<file path="src/verilog/serial_port_defs.svh">
`ifndef SERIAL_PORT_DEFS_SVH
`define SERIAL_PORT_DEFS_SVH

// register indices (word addresses on the plain register port)
`define REG_CMD_SRC        4'h0
`define REG_LINK_SPEED     4'h1
`define REG_NODE_ADDR      4'h2
`define REG_CHAR_LEN       4'h3
`define REG_PARITY         4'h4
`define REG_STOP_BITS      4'h5
`define REG_REPLY_WAIT     4'h6
`define REG_STATUS         4'h7
`define REG_TX_DATA        4'h8
`define REG_RX_DATA        4'h9

// reset values
`define CMD_SRC_RESET      8'h02
`define LINK_SPEED_RESET   8'h04
`define NODE_ADDR_RESET    8'h01
`define CHAR_LEN_RESET     8'h07
`define PARITY_RESET       8'h00
`define STOP_BITS_RESET    8'h01
`define REPLY_WAIT_RESET   16'h0000

// legal ranges
`define NODE_ADDR_MIN      8'h01
`define NODE_ADDR_MAX      8'h20
`define REPLY_WAIT_MAX_MS  16'h03E8

// status bit positions
`define ST_RX_VALID        0
`define ST_RX_ERROR        1
`define ST_TX_BUSY         2
`define ST_ADDR_MATCH      3
`define ST_REPLY_PEND      4

// timing
`define CLK_HZ             125000000
`define TICK_MS_CYCLES     (`CLK_HZ / 1000)
`define BAUD_TEST_DIV      16'h0010

`endif

</file>
<file path="src/verilog/serial_port_pkg.sv">
package serial_port_pkg;

    typedef enum logic [7:0] {
        SRC_OPERATOR = 8'h02,
        SRC_SERIAL   = 8'h03,
        SRC_SLOT1    = 8'h04,
        SRC_SLOT2    = 8'h05
    } cmd_source_type;

    typedef enum logic [7:0] {
        PAR_NONE = 8'h00,
        PAR_EVEN = 8'h01,
        PAR_ODD  = 8'h02
    } parity_type;

    typedef struct packed {
        logic [15:0] bit_div;
        logic        eight_bits;
        logic [1:0]  parity;
        logic        two_stops;
    } frame_cfg_type;

    typedef struct packed {
        logic       valid;
        logic       error;
        logic [7:0] data;
    } rx_char_type;

endpackage

</file>
<file path="src/verilog/serial_rx.sv">
`timescale 1ns/100ps
`include "serial_port_defs.svh"

module serial_rx
    import serial_port_pkg::*;
(
    // clock and reset
    input  wire logic          clk_i,
    input  wire logic          nrst_i,
    // configuration
    input  wire frame_cfg_type cfg_i,
    // line (already synchronised)
    input  wire logic          rx_i,
    // received character, one-cycle valid
    output rx_char_type        char_o
);

    typedef enum logic [3:0] {
        RX_IDLE  = 4'b0001,
        RX_START = 4'b0010,
        RX_DATA  = 4'b0100,
        RX_STOP  = 4'b1000
    } rx_state_type;

    rx_state_type state_q;
    logic [15:0]  cnt_q;
    logic [3:0]   bit_q;
    logic [7:0]   shift_q;
    logic         par_q;
    logic         perr_q;
    rx_char_type  char_q;

    wire          has_par   = (cfg_i.parity != 2'h0);
    wire  [3:0]   nbits     = (cfg_i.eight_bits ? 4'h8 : 4'h7) + {3'h0, has_par};
    wire          cnt_done  = (cnt_q == 16'h0000);
    wire  [15:0]  half_div  = {1'b0, cfg_i.bit_div[15:1]};
    // odd parity expects the xor of data and parity bit to be one
    wire          par_bad   = has_par && ((par_q ^ (cfg_i.parity == 2'h2)) != 1'b0);

    assign char_o = char_q;

    always_ff @(posedge clk_i or negedge nrst_i)
    begin
        if (!nrst_i)
        begin
            state_q <= RX_IDLE;
            cnt_q   <= 16'h0000;
            bit_q   <= 4'h0;
            shift_q <= 8'h00;
            par_q   <= 1'b0;
            perr_q  <= 1'b0;
            char_q  <= '0;
        end
        else
        begin
            char_q.valid <= 1'b0;
            if (!cnt_done)
                cnt_q <= cnt_q - 16'h0001;
            case (state_q)
                RX_IDLE:
                    if (!rx_i)
                    begin
                        state_q <= RX_START;
                        cnt_q   <= half_div;
                    end
                RX_START:
                    if (cnt_done)
                    begin
                        // glitch shorter than half a bit is dropped
                        state_q <= rx_i ? RX_IDLE : RX_DATA;
                        cnt_q   <= cfg_i.bit_div - 16'h0001;
                        bit_q   <= 4'h0;
                        par_q   <= 1'b0;
                        shift_q <= 8'h00;
                    end
                RX_DATA:
                    if (cnt_done)
                    begin
                        // counter runs down to zero inclusive, so reload one short
                        cnt_q <= cfg_i.bit_div - 16'h0001;
                        par_q <= par_q ^ rx_i;
                        if (bit_q < (cfg_i.eight_bits ? 4'h8 : 4'h7))
                            shift_q <= cfg_i.eight_bits ? {rx_i, shift_q[7:1]}
                                                        : {1'b0, rx_i, shift_q[6:1]};
                        bit_q <= bit_q + 4'h1;
                        if (bit_q + 4'h1 == nbits)
                            state_q <= RX_STOP;
                    end
                RX_STOP:
                    if (cnt_done)
                    begin
                        // only the first stop bit is checked
                        char_q.valid <= 1'b1;
                        char_q.error <= !rx_i || par_bad;
                        char_q.data  <= shift_q;
                        state_q      <= RX_IDLE;
                    end
                default:
                    state_q <= RX_IDLE;
            endcase
        end
    end

endmodule

</file>
<file path="src/verilog/serial_slave_port.sv">
`timescale 1ns/100ps
`include "serial_port_defs.svh"

module serial_slave_port
    import serial_port_pkg::*;
#(
    parameter int unsigned TICK_MS = `TICK_MS_CYCLES
)
(
    // clock and reset
    input  wire logic        clk_i,
    input  wire logic        nrst_i,
    // register port
    input  wire logic [3:0]  reg_addr_i,
    input  wire logic [15:0] reg_wdata_i,
    input  wire logic        reg_wr_i,
    input  wire logic        reg_rd_i,
    output logic      [15:0] reg_rdata_o,
    // rs485 line
    input  wire logic        line_rx_i,
    output logic             line_tx_o,
    output logic             line_tx_oe_o,
    // configuration seen by the drive
    output logic      [7:0]  cmd_source_o,
    output logic             serial_cmd_en_o
);

    // configuration registers
    logic [7:0]  command_source_select_q;
    logic [7:0]  link_speed_select_q;
    logic [7:0]  node_address_setting_q;
    logic [7:0]  char_length_select_q;
    logic [7:0]  parity_select_q;
    logic [7:0]  stop_bits_select_q;
    logic [15:0] reply_wait_time_q;
    logic [15:0] rdata_q;

    // line sync
    logic        rx_meta_q;
    logic        rx_sync_q;

    // reply path
    logic        addr_match_q;
    logic        first_char_q;
    logic        rx_valid_q;
    logic        rx_error_q;
    logic [7:0]  rx_data_q;
    logic        pend_q;
    logic [7:0]  tx_hold_q;
    logic [15:0] ms_cnt_q;
    logic [31:0] tick_q;
    logic        tx_q;
    logic        oe_q;
    logic [15:0] tx_cnt_q;
    logic [3:0]  tx_bit_q;
    logic [11:0] tx_shift_q;
    logic        tx_busy_q;

    rx_char_type   rx_char;
    frame_cfg_type cfg;

    // speed divider for each code; test speed is a fast fixed rate
    function automatic logic [15:0] speed_div(input logic [7:0] code);
        case (code)
            8'h02:   speed_div = `BAUD_TEST_DIV;
            8'h03:   speed_div = 16'(`CLK_HZ / 2400);
            8'h04:   speed_div = 16'(`CLK_HZ / 4800);
            8'h05:   speed_div = 16'(`CLK_HZ / 9600);
            8'h06:   speed_div = 16'(`CLK_HZ / 19200);
            default: speed_div = 16'(`CLK_HZ / 4800);
        endcase
    endfunction

    assign cfg.bit_div    = speed_div(link_speed_select_q);
    assign cfg.eight_bits = (char_length_select_q == 8'h08);
    assign cfg.parity     = parity_select_q[1:0];
    assign cfg.two_stops  = (stop_bits_select_q == 8'h02);

    // write qualification: out of range codes are ignored
    wire wr_src   = reg_wr_i && reg_addr_i == `REG_CMD_SRC
                    && reg_wdata_i >= 16'h0002 && reg_wdata_i <= 16'h0005;
    wire wr_speed = reg_wr_i && reg_addr_i == `REG_LINK_SPEED
                    && reg_wdata_i >= 16'h0002 && reg_wdata_i <= 16'h0006;
    wire wr_node  = reg_wr_i && reg_addr_i == `REG_NODE_ADDR
                    && reg_wdata_i >= {8'h00, `NODE_ADDR_MIN}
                    && reg_wdata_i <= {8'h00, `NODE_ADDR_MAX};
    wire wr_len   = reg_wr_i && reg_addr_i == `REG_CHAR_LEN
                    && (reg_wdata_i == 16'h0007 || reg_wdata_i == 16'h0008);
    wire wr_par   = reg_wr_i && reg_addr_i == `REG_PARITY
                    && reg_wdata_i <= 16'h0002;
    wire wr_stop  = reg_wr_i && reg_addr_i == `REG_STOP_BITS
                    && (reg_wdata_i == 16'h0001 || reg_wdata_i == 16'h0002);
    wire wr_wait  = reg_wr_i && reg_addr_i == `REG_REPLY_WAIT
                    && reg_wdata_i <= `REPLY_WAIT_MAX_MS;
    wire wr_tx    = reg_wr_i && reg_addr_i == `REG_TX_DATA;
    wire rd_rx    = reg_rd_i && reg_addr_i == `REG_RX_DATA;

    wire [15:0] status = {11'h000, pend_q, addr_match_q, tx_busy_q, rx_error_q, rx_valid_q};

    wire [15:0] rd_mux =
        reg_addr_i == `REG_CMD_SRC    ? {8'h00, command_source_select_q} :
        reg_addr_i == `REG_LINK_SPEED ? {8'h00, link_speed_select_q}     :
        reg_addr_i == `REG_NODE_ADDR  ? {8'h00, node_address_setting_q}  :
        reg_addr_i == `REG_CHAR_LEN   ? {8'h00, char_length_select_q}    :
        reg_addr_i == `REG_PARITY     ? {8'h00, parity_select_q}         :
        reg_addr_i == `REG_STOP_BITS  ? {8'h00, stop_bits_select_q}      :
        reg_addr_i == `REG_REPLY_WAIT ? reply_wait_time_q                :
        reg_addr_i == `REG_STATUS     ? status                           :
        reg_addr_i == `REG_RX_DATA    ? {8'h00, rx_data_q}               :
                                        16'h0000;

    // an error-free first character equal to the node address opens a message; a newline ends it
    wire addr_hit  = rx_char.valid && !rx_char.error && first_char_q
                     && rx_char.data == node_address_setting_q;
    wire msg_end   = rx_char.valid && rx_char.data == 8'h0A;
    wire tick_done = (tick_q == TICK_MS - 1);
    wire start_tx  = pend_q && ms_cnt_q == 16'h0000 && !tx_busy_q;

    // frame: start, data lsb first, optional parity, stop bits
    wire        tx_par   = ^tx_hold_q[6:0] ^ (cfg.eight_bits & tx_hold_q[7])
                           ^ (cfg.parity == 2'h2);
    wire [3:0]  tx_len   = 4'h9 + {3'h0, cfg.eight_bits} + {3'h0, cfg.parity != 2'h0}
                           + {3'h0, cfg.two_stops};
    wire [11:0] tx_frame = cfg.eight_bits
        ? (cfg.parity != 2'h0 ? {2'b11, tx_par, tx_hold_q, 1'b0}
                              : {3'b111, tx_hold_q, 1'b0})
        : (cfg.parity != 2'h0 ? {3'b111, tx_par, tx_hold_q[6:0], 1'b0}
                              : {4'b1111, tx_hold_q[6:0], 1'b0});

    serial_rx u_rx
    (
        .clk_i  (clk_i),
        .nrst_i (nrst_i),
        .cfg_i  (cfg),
        .rx_i   (rx_sync_q),
        .char_o (rx_char)
    );

    always_ff @(posedge clk_i or negedge nrst_i)
    begin
        if (!nrst_i)
        begin
            command_source_select_q <= `CMD_SRC_RESET;
            link_speed_select_q     <= `LINK_SPEED_RESET;
            node_address_setting_q  <= `NODE_ADDR_RESET;
            char_length_select_q    <= `CHAR_LEN_RESET;
            parity_select_q         <= `PARITY_RESET;
            stop_bits_select_q      <= `STOP_BITS_RESET;
            reply_wait_time_q       <= `REPLY_WAIT_RESET;
            rdata_q                 <= 16'h0000;
            cmd_source_o            <= `CMD_SRC_RESET;
            serial_cmd_en_o         <= 1'b0;
        end
        else
        begin
            if (wr_src)   command_source_select_q <= reg_wdata_i[7:0];
            if (wr_speed) link_speed_select_q     <= reg_wdata_i[7:0];
            if (wr_node)  node_address_setting_q  <= reg_wdata_i[7:0];
            if (wr_len)   char_length_select_q    <= reg_wdata_i[7:0];
            if (wr_par)   parity_select_q         <= reg_wdata_i[7:0];
            if (wr_stop)  stop_bits_select_q      <= reg_wdata_i[7:0];
            if (wr_wait)  reply_wait_time_q       <= reg_wdata_i;
            rdata_q         <= reg_rd_i ? rd_mux : 16'h0000;
            cmd_source_o    <= command_source_select_q;
            serial_cmd_en_o <= (command_source_select_q == SRC_SERIAL);
        end
    end

    assign reg_rdata_o = rdata_q;

    // two flops before the line is used
    always_ff @(posedge clk_i or negedge nrst_i)
    begin
        if (!nrst_i)
        begin
            rx_meta_q <= 1'b1;
            rx_sync_q <= 1'b1;
        end
        else
        begin
            rx_meta_q <= line_rx_i;
            rx_sync_q <= rx_meta_q;
        end
    end

    always_ff @(posedge clk_i or negedge nrst_i)
    begin
        if (!nrst_i)
        begin
            addr_match_q <= 1'b0;
            first_char_q <= 1'b1;
            rx_valid_q   <= 1'b0;
            rx_error_q   <= 1'b0;
            rx_data_q    <= 8'h00;
            pend_q       <= 1'b0;
            ms_cnt_q     <= 16'h0000;
            tick_q       <= 32'h0000_0000;
        end
        else
        begin
            if (rx_char.valid)
            begin
                first_char_q <= msg_end;
                rx_data_q    <= rx_char.data;
            end
            // new character wins over a read that clears the flag
            rx_valid_q <= rx_char.valid || (rx_valid_q && !rd_rx);
            rx_error_q <= (rx_char.valid && rx_char.error) || (rx_error_q && !rd_rx);
            if (addr_hit)
                addr_match_q <= 1'b1;
            if (msg_end && (addr_match_q || addr_hit))
            begin
                // reply timer starts only once the whole message is in
                addr_match_q <= 1'b0;
                pend_q       <= 1'b1;
                ms_cnt_q     <= reply_wait_time_q;
                tick_q       <= 32'h0000_0000;
            end
            else if (pend_q && ms_cnt_q != 16'h0000)
            begin
                tick_q <= tick_done ? 32'h0000_0000 : tick_q + 32'h0000_0001;
                if (tick_done)
                    ms_cnt_q <= ms_cnt_q - 16'h0001;
            end
            else if (start_tx)
                pend_q <= 1'b0;
        end
    end

    // transmitter: drives the line only while a reply frame is on it
    always_ff @(posedge clk_i or negedge nrst_i)
    begin
        if (!nrst_i)
        begin
            tx_hold_q  <= 8'h00;
            tx_q       <= 1'b1;
            oe_q       <= 1'b0;
            tx_cnt_q   <= 16'h0000;
            tx_bit_q   <= 4'h0;
            tx_shift_q <= 12'hFFF;
            tx_busy_q  <= 1'b0;
        end
        else
        begin
            if (wr_tx && !tx_busy_q)
                tx_hold_q <= reg_wdata_i[7:0];
            if (start_tx)
            begin
                tx_busy_q  <= 1'b1;
                oe_q       <= 1'b1;
                tx_shift_q <= tx_frame;
                tx_q       <= 1'b0;
                tx_bit_q   <= 4'h0;
                // zero is a counted cycle too; a full reload would stretch each bit
                tx_cnt_q   <= cfg.bit_div - 16'h0001;
            end
            else if (tx_busy_q)
            begin
                if (tx_cnt_q != 16'h0000)
                    tx_cnt_q <= tx_cnt_q - 16'h0001;
                else if (tx_bit_q + 4'h1 == tx_len)
                begin
                    tx_busy_q <= 1'b0;
                    oe_q      <= 1'b0;
                    tx_q      <= 1'b1;
                end
                else
                begin
                    tx_cnt_q   <= cfg.bit_div - 16'h0001;
                    tx_bit_q   <= tx_bit_q + 4'h1;
                    tx_shift_q <= {1'b1, tx_shift_q[11:1]};
                    tx_q       <= tx_shift_q[1];
                end
            end
        end
    end

    assign line_tx_o    = tx_q;
    assign line_tx_oe_o = oe_q;

endmodule

</file>
<file path="config.mk">
export PLATFORM = sky130hd
export DESIGN_NAME = serial_slave_port
export DESIGN_NICKNAME = d
export VERILOG_FILES = /design/src/verilog/serial_port_pkg.sv /design/src/verilog/serial_rx.sv /design/src/verilog/serial_slave_port.sv
export VERILOG_INCLUDE_DIRS = /design/src /design/src/verilog
export SDC_FILE = /design/constraint.sdc
export NUM_CORES = 1
export LEC_CHECK = 0
export BUFFER_PORTS_ARGS = -buffer_cell sky130_fd_sc_hd__buf_4
export CAP_MARGIN = 5
export CORE_MARGIN = 2
export CORE_UTILIZATION = 45
export CTS_CLUSTER_DIAMETER = 200
export DETAILED_ROUTE_END_ITERATION = 12
export HOLD_SLACK_MARGIN = 0.02
export PLACE_DENSITY = 0.73
export SKIP_LAST_GASP = 1
export SLEW_MARGIN = 20
export SYNTH_ARGS = -nofsm -noshare
export SYNTH_HDL_FRONTEND = slang
export SYNTH_HIERARCHICAL = 1
export SYNTH_SLANG_ARGS = --single-unit
</file>
<file path="constraint.sdc">
create_clock -name clk_i -period 3.07 [get_ports clk_i]
set_input_delay 0.4605 -clock clk_i [delete_from_list [all_inputs] [get_ports clk_i]]
set_output_delay 0.4605 -clock clk_i [all_outputs]
set_load 0.02 [all_outputs]
</file>
Word-level counts from Yosys, hierarchy flattened
Index checks and enable logic that the tools add are counted.
{"block": "op_classes", "add_sub_neg": 11, "magnitude_cmp": 8, "eq_ne": 40, "muxes": 74, "bitwise": 5, "n_reduce_logical": 67}
{"cell": "two-way mux 16 bit", "count": 18}
{"cell": "two-way mux 32 bit", "count": 3}
{"cell": "case mux 16 bit (4 select lines)", "count": 1}
{"cell": "subtractor 16 x 1 -> 16 bit (second input constant)", "count": 4}
{"cell": "two-way mux 12 bit", "count": 4}
{"cell": "two-way mux 4 bit", "count": 12}
{"cell": "two-way mux 8 bit", "count": 6}
{"cell": "two-way mux 10 bit", "count": 4}
{"cell": "adder 32 x 1 -> 32 bit (second input constant)", "count": 1}
{"cell": "== test 32 x 17 -> 1 bit (second input constant)", "count": 1}
{"cell": "== test 8 x 2 -> 1 bit (second input constant)", "count": 4}
{"cell": "less-or-equal comparator 16 x 3 -> 1 bit (second input constant)", "count": 2}
{"cell": "logical AND 1 bit", "count": 32}
{"cell": "zero test 16 bit", "count": 2}
{"cell": "case mux 16 bit (2 select lines)", "count": 1}
{"cell": "nonzero test 16 bit", "count": 2}
{"cell": "== test 4 x 3 -> 1 bit (second input constant)", "count": 5}
{"cell": "two-way mux 1 bit", "count": 19}
{"cell": "== test 16 x 1 -> 1 bit (second input constant)", "count": 1}
{"cell": "== test 16 x 2 -> 1 bit (second input constant)", "count": 1}
{"cell": "== test 16 x 3 -> 1 bit (second input constant)", "count": 1}
{"cell": "== test 16 x 4 -> 1 bit (second input constant)", "count": 1}
{"cell": "== test 8 x 3 -> 1 bit (second input constant)", "count": 2}
{"cell": "== test 8 x 4 -> 1 bit (second input constant)", "count": 2}
{"cell": "other kinds (36)", "count": 76}
{"block": "word_totals", "regBits": 238, "in_bits": 25, "output_inout_bits": 27, "word_cells": 240}

Logic depth before layout (Yosys ltp)
{"block": "depth", "ltp_word": 11, "ltp_mapped": 16, "ltp_nobuf": 14}

By module
Netlist, hierarchy kept.
{"mod": "serial_slave_port", "instances": 1, "cells_each": 981, "area_per_inst_um2": 9706.8, "seq_area_each_um2": 4830.9}
{"mod": "serial_rx", "instances": 1, "cells_each": 295, "area_per_inst_um2": 2753.9, "seq_area_each_um2": 1077.3}

Worst setup path after synthesis
No wires, ideal clock.
{"block": "synth_path", "kind": "register -> register", "from": "register link_speed_select_q[4]", "to": "register u_rx.cnt_q[9]", "setup_ns": 0.088, "t_arrival_ns": 3.049, "required_time_ns": 2.982, "setup_slack_ns": -0.067, "path_stages_with_launch": 9, "path_buffers": 0, "synth_period_minus_slack_ns": 3.137, "cell_sequence": "dfrtp_1 > or4_1 > nor4b_1 > inv_1 > nor4_1 > nand2_1 > or3_1 > xor2_1 > o211ai_1"}
{"element": "start, declared", "line_no": "serial_slave_port.sv:30", "source": "logic [7:0] link_speed_select_q;"}
{"element": "start signal, assigned", "line_no": "serial_slave_port.sv:144", "source": "link_speed_select_q <= `LINK_SPEED_RESET;"}
{"element": "start signal, assigned", "line_no": "serial_slave_port.sv:157", "source": "if (wr_speed) link_speed_select_q <= reg_wdata_i[7:0];"}
{"element": "end signal, assigned", "line_no": "serial_rx.sv:58", "source": "cnt_q <= cnt_q - 16'h0001;"}
{"element": "end signal, assigned", "line_no": "serial_rx.sv:64", "source": "cnt_q <= half_div;"}
{"element": "end signal, assigned", "line_no": "serial_rx.sv:71", "source": "cnt_q <= cfg_i.bit_div - 16'h0001;"}
{"element": "end, declared", "line_no": "serial_rx.sv:26", "source": "logic [15:0] cnt_q;"}

==> metrics.yaml <==
sta:
  slew_headroom_pct: 36.07
  report.final.slew_viol_count: 0
  finalClockSkew_ns: 0.02238
  rsz0062_at_grt: "true"
  fin_crit_sh_pct: 96.88
  report.final.setup_viol: 0
  finalHoldViolations: 0
  max_freq_ghz: 0.3362
  fin_crit_ns: 2.974
  tightest_slew_ns: 0.9456
drt:
  routed_wirelength_um: 32030
  firstDrtPassIters: 9
  drt_iter0_drc: 894
  drtAntennaViolNets: 0
  viasPerCell: 5.874
  route.detailed.drc: 0
  avgRoutedWirePerCell_um: 18.21
  dr_total_vias: 10330
worst_setup_path:
  crit_type: "flop to flop"
  end_kind: "flop"
  crit_path_start_kind: "flop"
  required_ns: 3.48
  arrival_ns: 3.39
  path_max_fanout: 9
grt:
  grt_pass1_wl_um: 52760
  grt_pass1_vias: 9992
  grt_max_degree: 100
  grt_antenna_before_repair: 0
  grt_use_total_pct: 22.52
  grt_overflow: 0
place:
  gp_congestion: 0.9597
  io_buffers: 51
  place_hpwl_um: 22750
job:
  maxCapViolCount: 0
worst_hold_path:
  hold_path_class: "primary input to flop"
power:
  power.density_nw_per_um2: 524.8
  vdd_drop_max_mv: 0.4085
  total_power_mw: 7.687
  p_leak_nw: 6.617
synth:
  yosysSeqAreaShare_pct: 47.41
  synth_area_um2: 12460
  syn_nets: 1319
  syn_area_per_cell_um2: 9.765
  synthFlopType: "dfrtp_1"
  synth_warnings: 6
  yosys-top-cells-count: "dfrtp_1, nand2_1, nor2_1, o21ai_0, a21oi_1"
  synthDistinctLibCells: 75
  synth_area_leaders: "dfrtp_1, dfstp_2, mux2_2, o21ai_0, nand2_1"
  synth_top_area_share_pct: 42.78
  ys_seq_elements: 235
  post-synth-top-count-cell: "dfrtp_1"
  async_flop_share_pct: 100.0
  synth_area_leader_cell: "dfrtp_1"
  syn_inst: 1276
  synth-edff-count: 0
floorplanning:
  fp.dieW_um: 170.4
  io_pins: 52
  num_rows: 60
  die_area_um2: 29040
  coreArea_um2: 27100
  initial_core_util_pct: 45.98
  dieHeight_um: 170.4
clock_network:
  cts_buffers: 26
  cts_htree_levels: 1
  cts.clk_slew.worst_paths_ns: 0.06
  cts_root_buffer: "clkbuf_16"
  clk_path_buf_depth: 3
  cts_sinks: 235
  clkLatencyLatePin_ns: 0.55
  cts_tree: "done"
finish:
  nFillCells: 2396
  area_growth_syn_to_layout_pct: 17.55
  antenna_cells: 0
  fin_util_pct: 54.05
  layout.nets: 1410
  drive_gt1_share_pct: 19.18
outcome:
  status: "finished, final reports clean"
layout by cell type, fill, tap and decap left out, types with 34 or more instances in the layout:
| master | instances |
|---|---|
| mux2_2 | 47 |
| buf_4 | 116 |
| a21oi_1 | 66 |
| dfrtp_1 | 213 |
| nor2_1 | 84 |
| nor3_1 | 40 |
| nor2b_1 | 34 |
| nand2_1 | 107 |
| inv_1 | 35 |
| o21ai_0 | 84 |
metal layers:
layer  GRT usage [%]  part of all wire, %  up-vias
li1                -                    -     4826
met1           31.41                   45     5140
met2           36.57                   47      309
met3           2.791                  4.7       57
met4           7.395                  3.2        0
met5               0                    0        -
metrics by stage:
step	setup WS, ns	hold WS (ns)	TNS [ns]	instances	area (µm²)
2_1_floorplan	0.01045	0.1649	0	1276	12470
3_3_place_gp	-0.007476	0.3465	-0.02807	1704	13590
3_5_place_dp	-0.06757	0.3481	-0.3072	1704	13590
4_1_cts	-0.003958	0.1599	-0.003958	1754	14550
5_1_grt	-0.01833	0.1701	-0.01833	1759	14650
6_report	0.09565	0.1811	0	1759	14650
power by group:
part	total [mW]	switching [mW]	internal [mW]
registers	3.40	0.165	3.23
clock network	3.35	1.31	2.04
logic	0.941	0.527	0.413
critical path, stage by stage, from the launching register on:
cell and delay, ns:
dfrtp_1 0.40, nor4_2 0.28, and2_4 0.19, inv_1 0.05, ha_1 0.29, inv_1 0.06, ha_2 0.18, ha_4 0.20
xnor2_1 0.13, o211a_1 0.19, and2_1 0.19, a31o_4 0.23, clkinv_4 0.10, buf_4 0.16, a21oi_1 0.13, a21oi_1 0.05
registers in the layout, summed over array words and instances, names as in the netlist, 4 cells and up:
register / flops
char_length_select_q: 8
cmd_source_o: 8
command_source_select_q: 8
link_speed_select_q: 8
ms_cnt_q: 16
node_address_setting_q: 8
parity_select_q: 8
reg_rdata_o: 16
reply_wait_time_q: 16
rx_data_q: 8
stop_bits_select_q: 8
tick_q: 32
tx_bit_q: 4
tx_cnt_q: 16
tx_hold_q: 8
tx_shift_q: 9
u_rx/bit_q: 4
u_rx/char_o: 10
u_rx/cnt_q: 16
u_rx/shift_q: 8
u_rx/state_q: 4
path summary, 6_finish.rpt:
kind | endpoint | cells past startpoint | startpoint | slack [ns]
setup / recovery | tx_cnt_q[12]$_DFFE_PN0P_ | 15 | stop_bits_select_q[4]$_DFFE_PN0P_ | 0.1
hold / removal | reply_wait_time_q[8]$_DFFE_PN0P_ | 2 | reg_wdata_i[8] | 0.18
setup reg to reg | tx_cnt_q[12]$_DFFE_PN0P_ | 15 | stop_bits_select_q[4]$_DFFE_PN0P_ | 0.1
hold reg to reg | rx_sync_q$_DFF_PN1_ | 0 | rx_meta_q$_DFF_PN1_ | 0.36
max in group asynchronous | line_tx_o$_DFFE_PN1P_ | 3 | nrst_i | 1.59
min in group asynchronous | tick_q[28]$_DFFE_PN0P_ | 2 | nrst_i | 0.56
cell type report:
class / instances / area, µm² / area share, %
clock buffers: 35 / 744.5 / 5.082
multi-input cells: 945 / 6247 / 42.65
inverters: 36 / 140.1 / 0.9567
repair inverters: 1 / 6.256 / 0.04271
flip-flops and latches: 235 / 5908 / 40.33
clock inverters: 13 / 187.7 / 1.281
repair buffers: 122 / 948.4 / 6.475
well taps: 372 / 465.4 / 3.178
repair_timing:
action / 4_1_cts / 5_1_grt
gates resized for setup: 4 / 13
pin swaps: 1 / 6
hold buffers: 2 / 0
endpoints found under the hold margin: 79 / 0
buffers inserted: 0 / 4
setup endpoints to repair: 11 / 27
cloned: 0 / 1
kinds of logic (layout without fill, tap and decap cells):
family,count (synthesis),in the layout,synth area share [%]
AO/OA/AOI/OAI,287,287,14.60
XOR/XNOR,66,66,4.760
adder cells (fa/ha/maj),18,18,1.807
buffers and inverters,96,207,3.032
flip-flops,235,235,47.41
multiplexers,75,75,6.577
AND/OR/NAND/NOR,499,499,21.81
No activity file was read; power rests on OpenSTA's default activity.
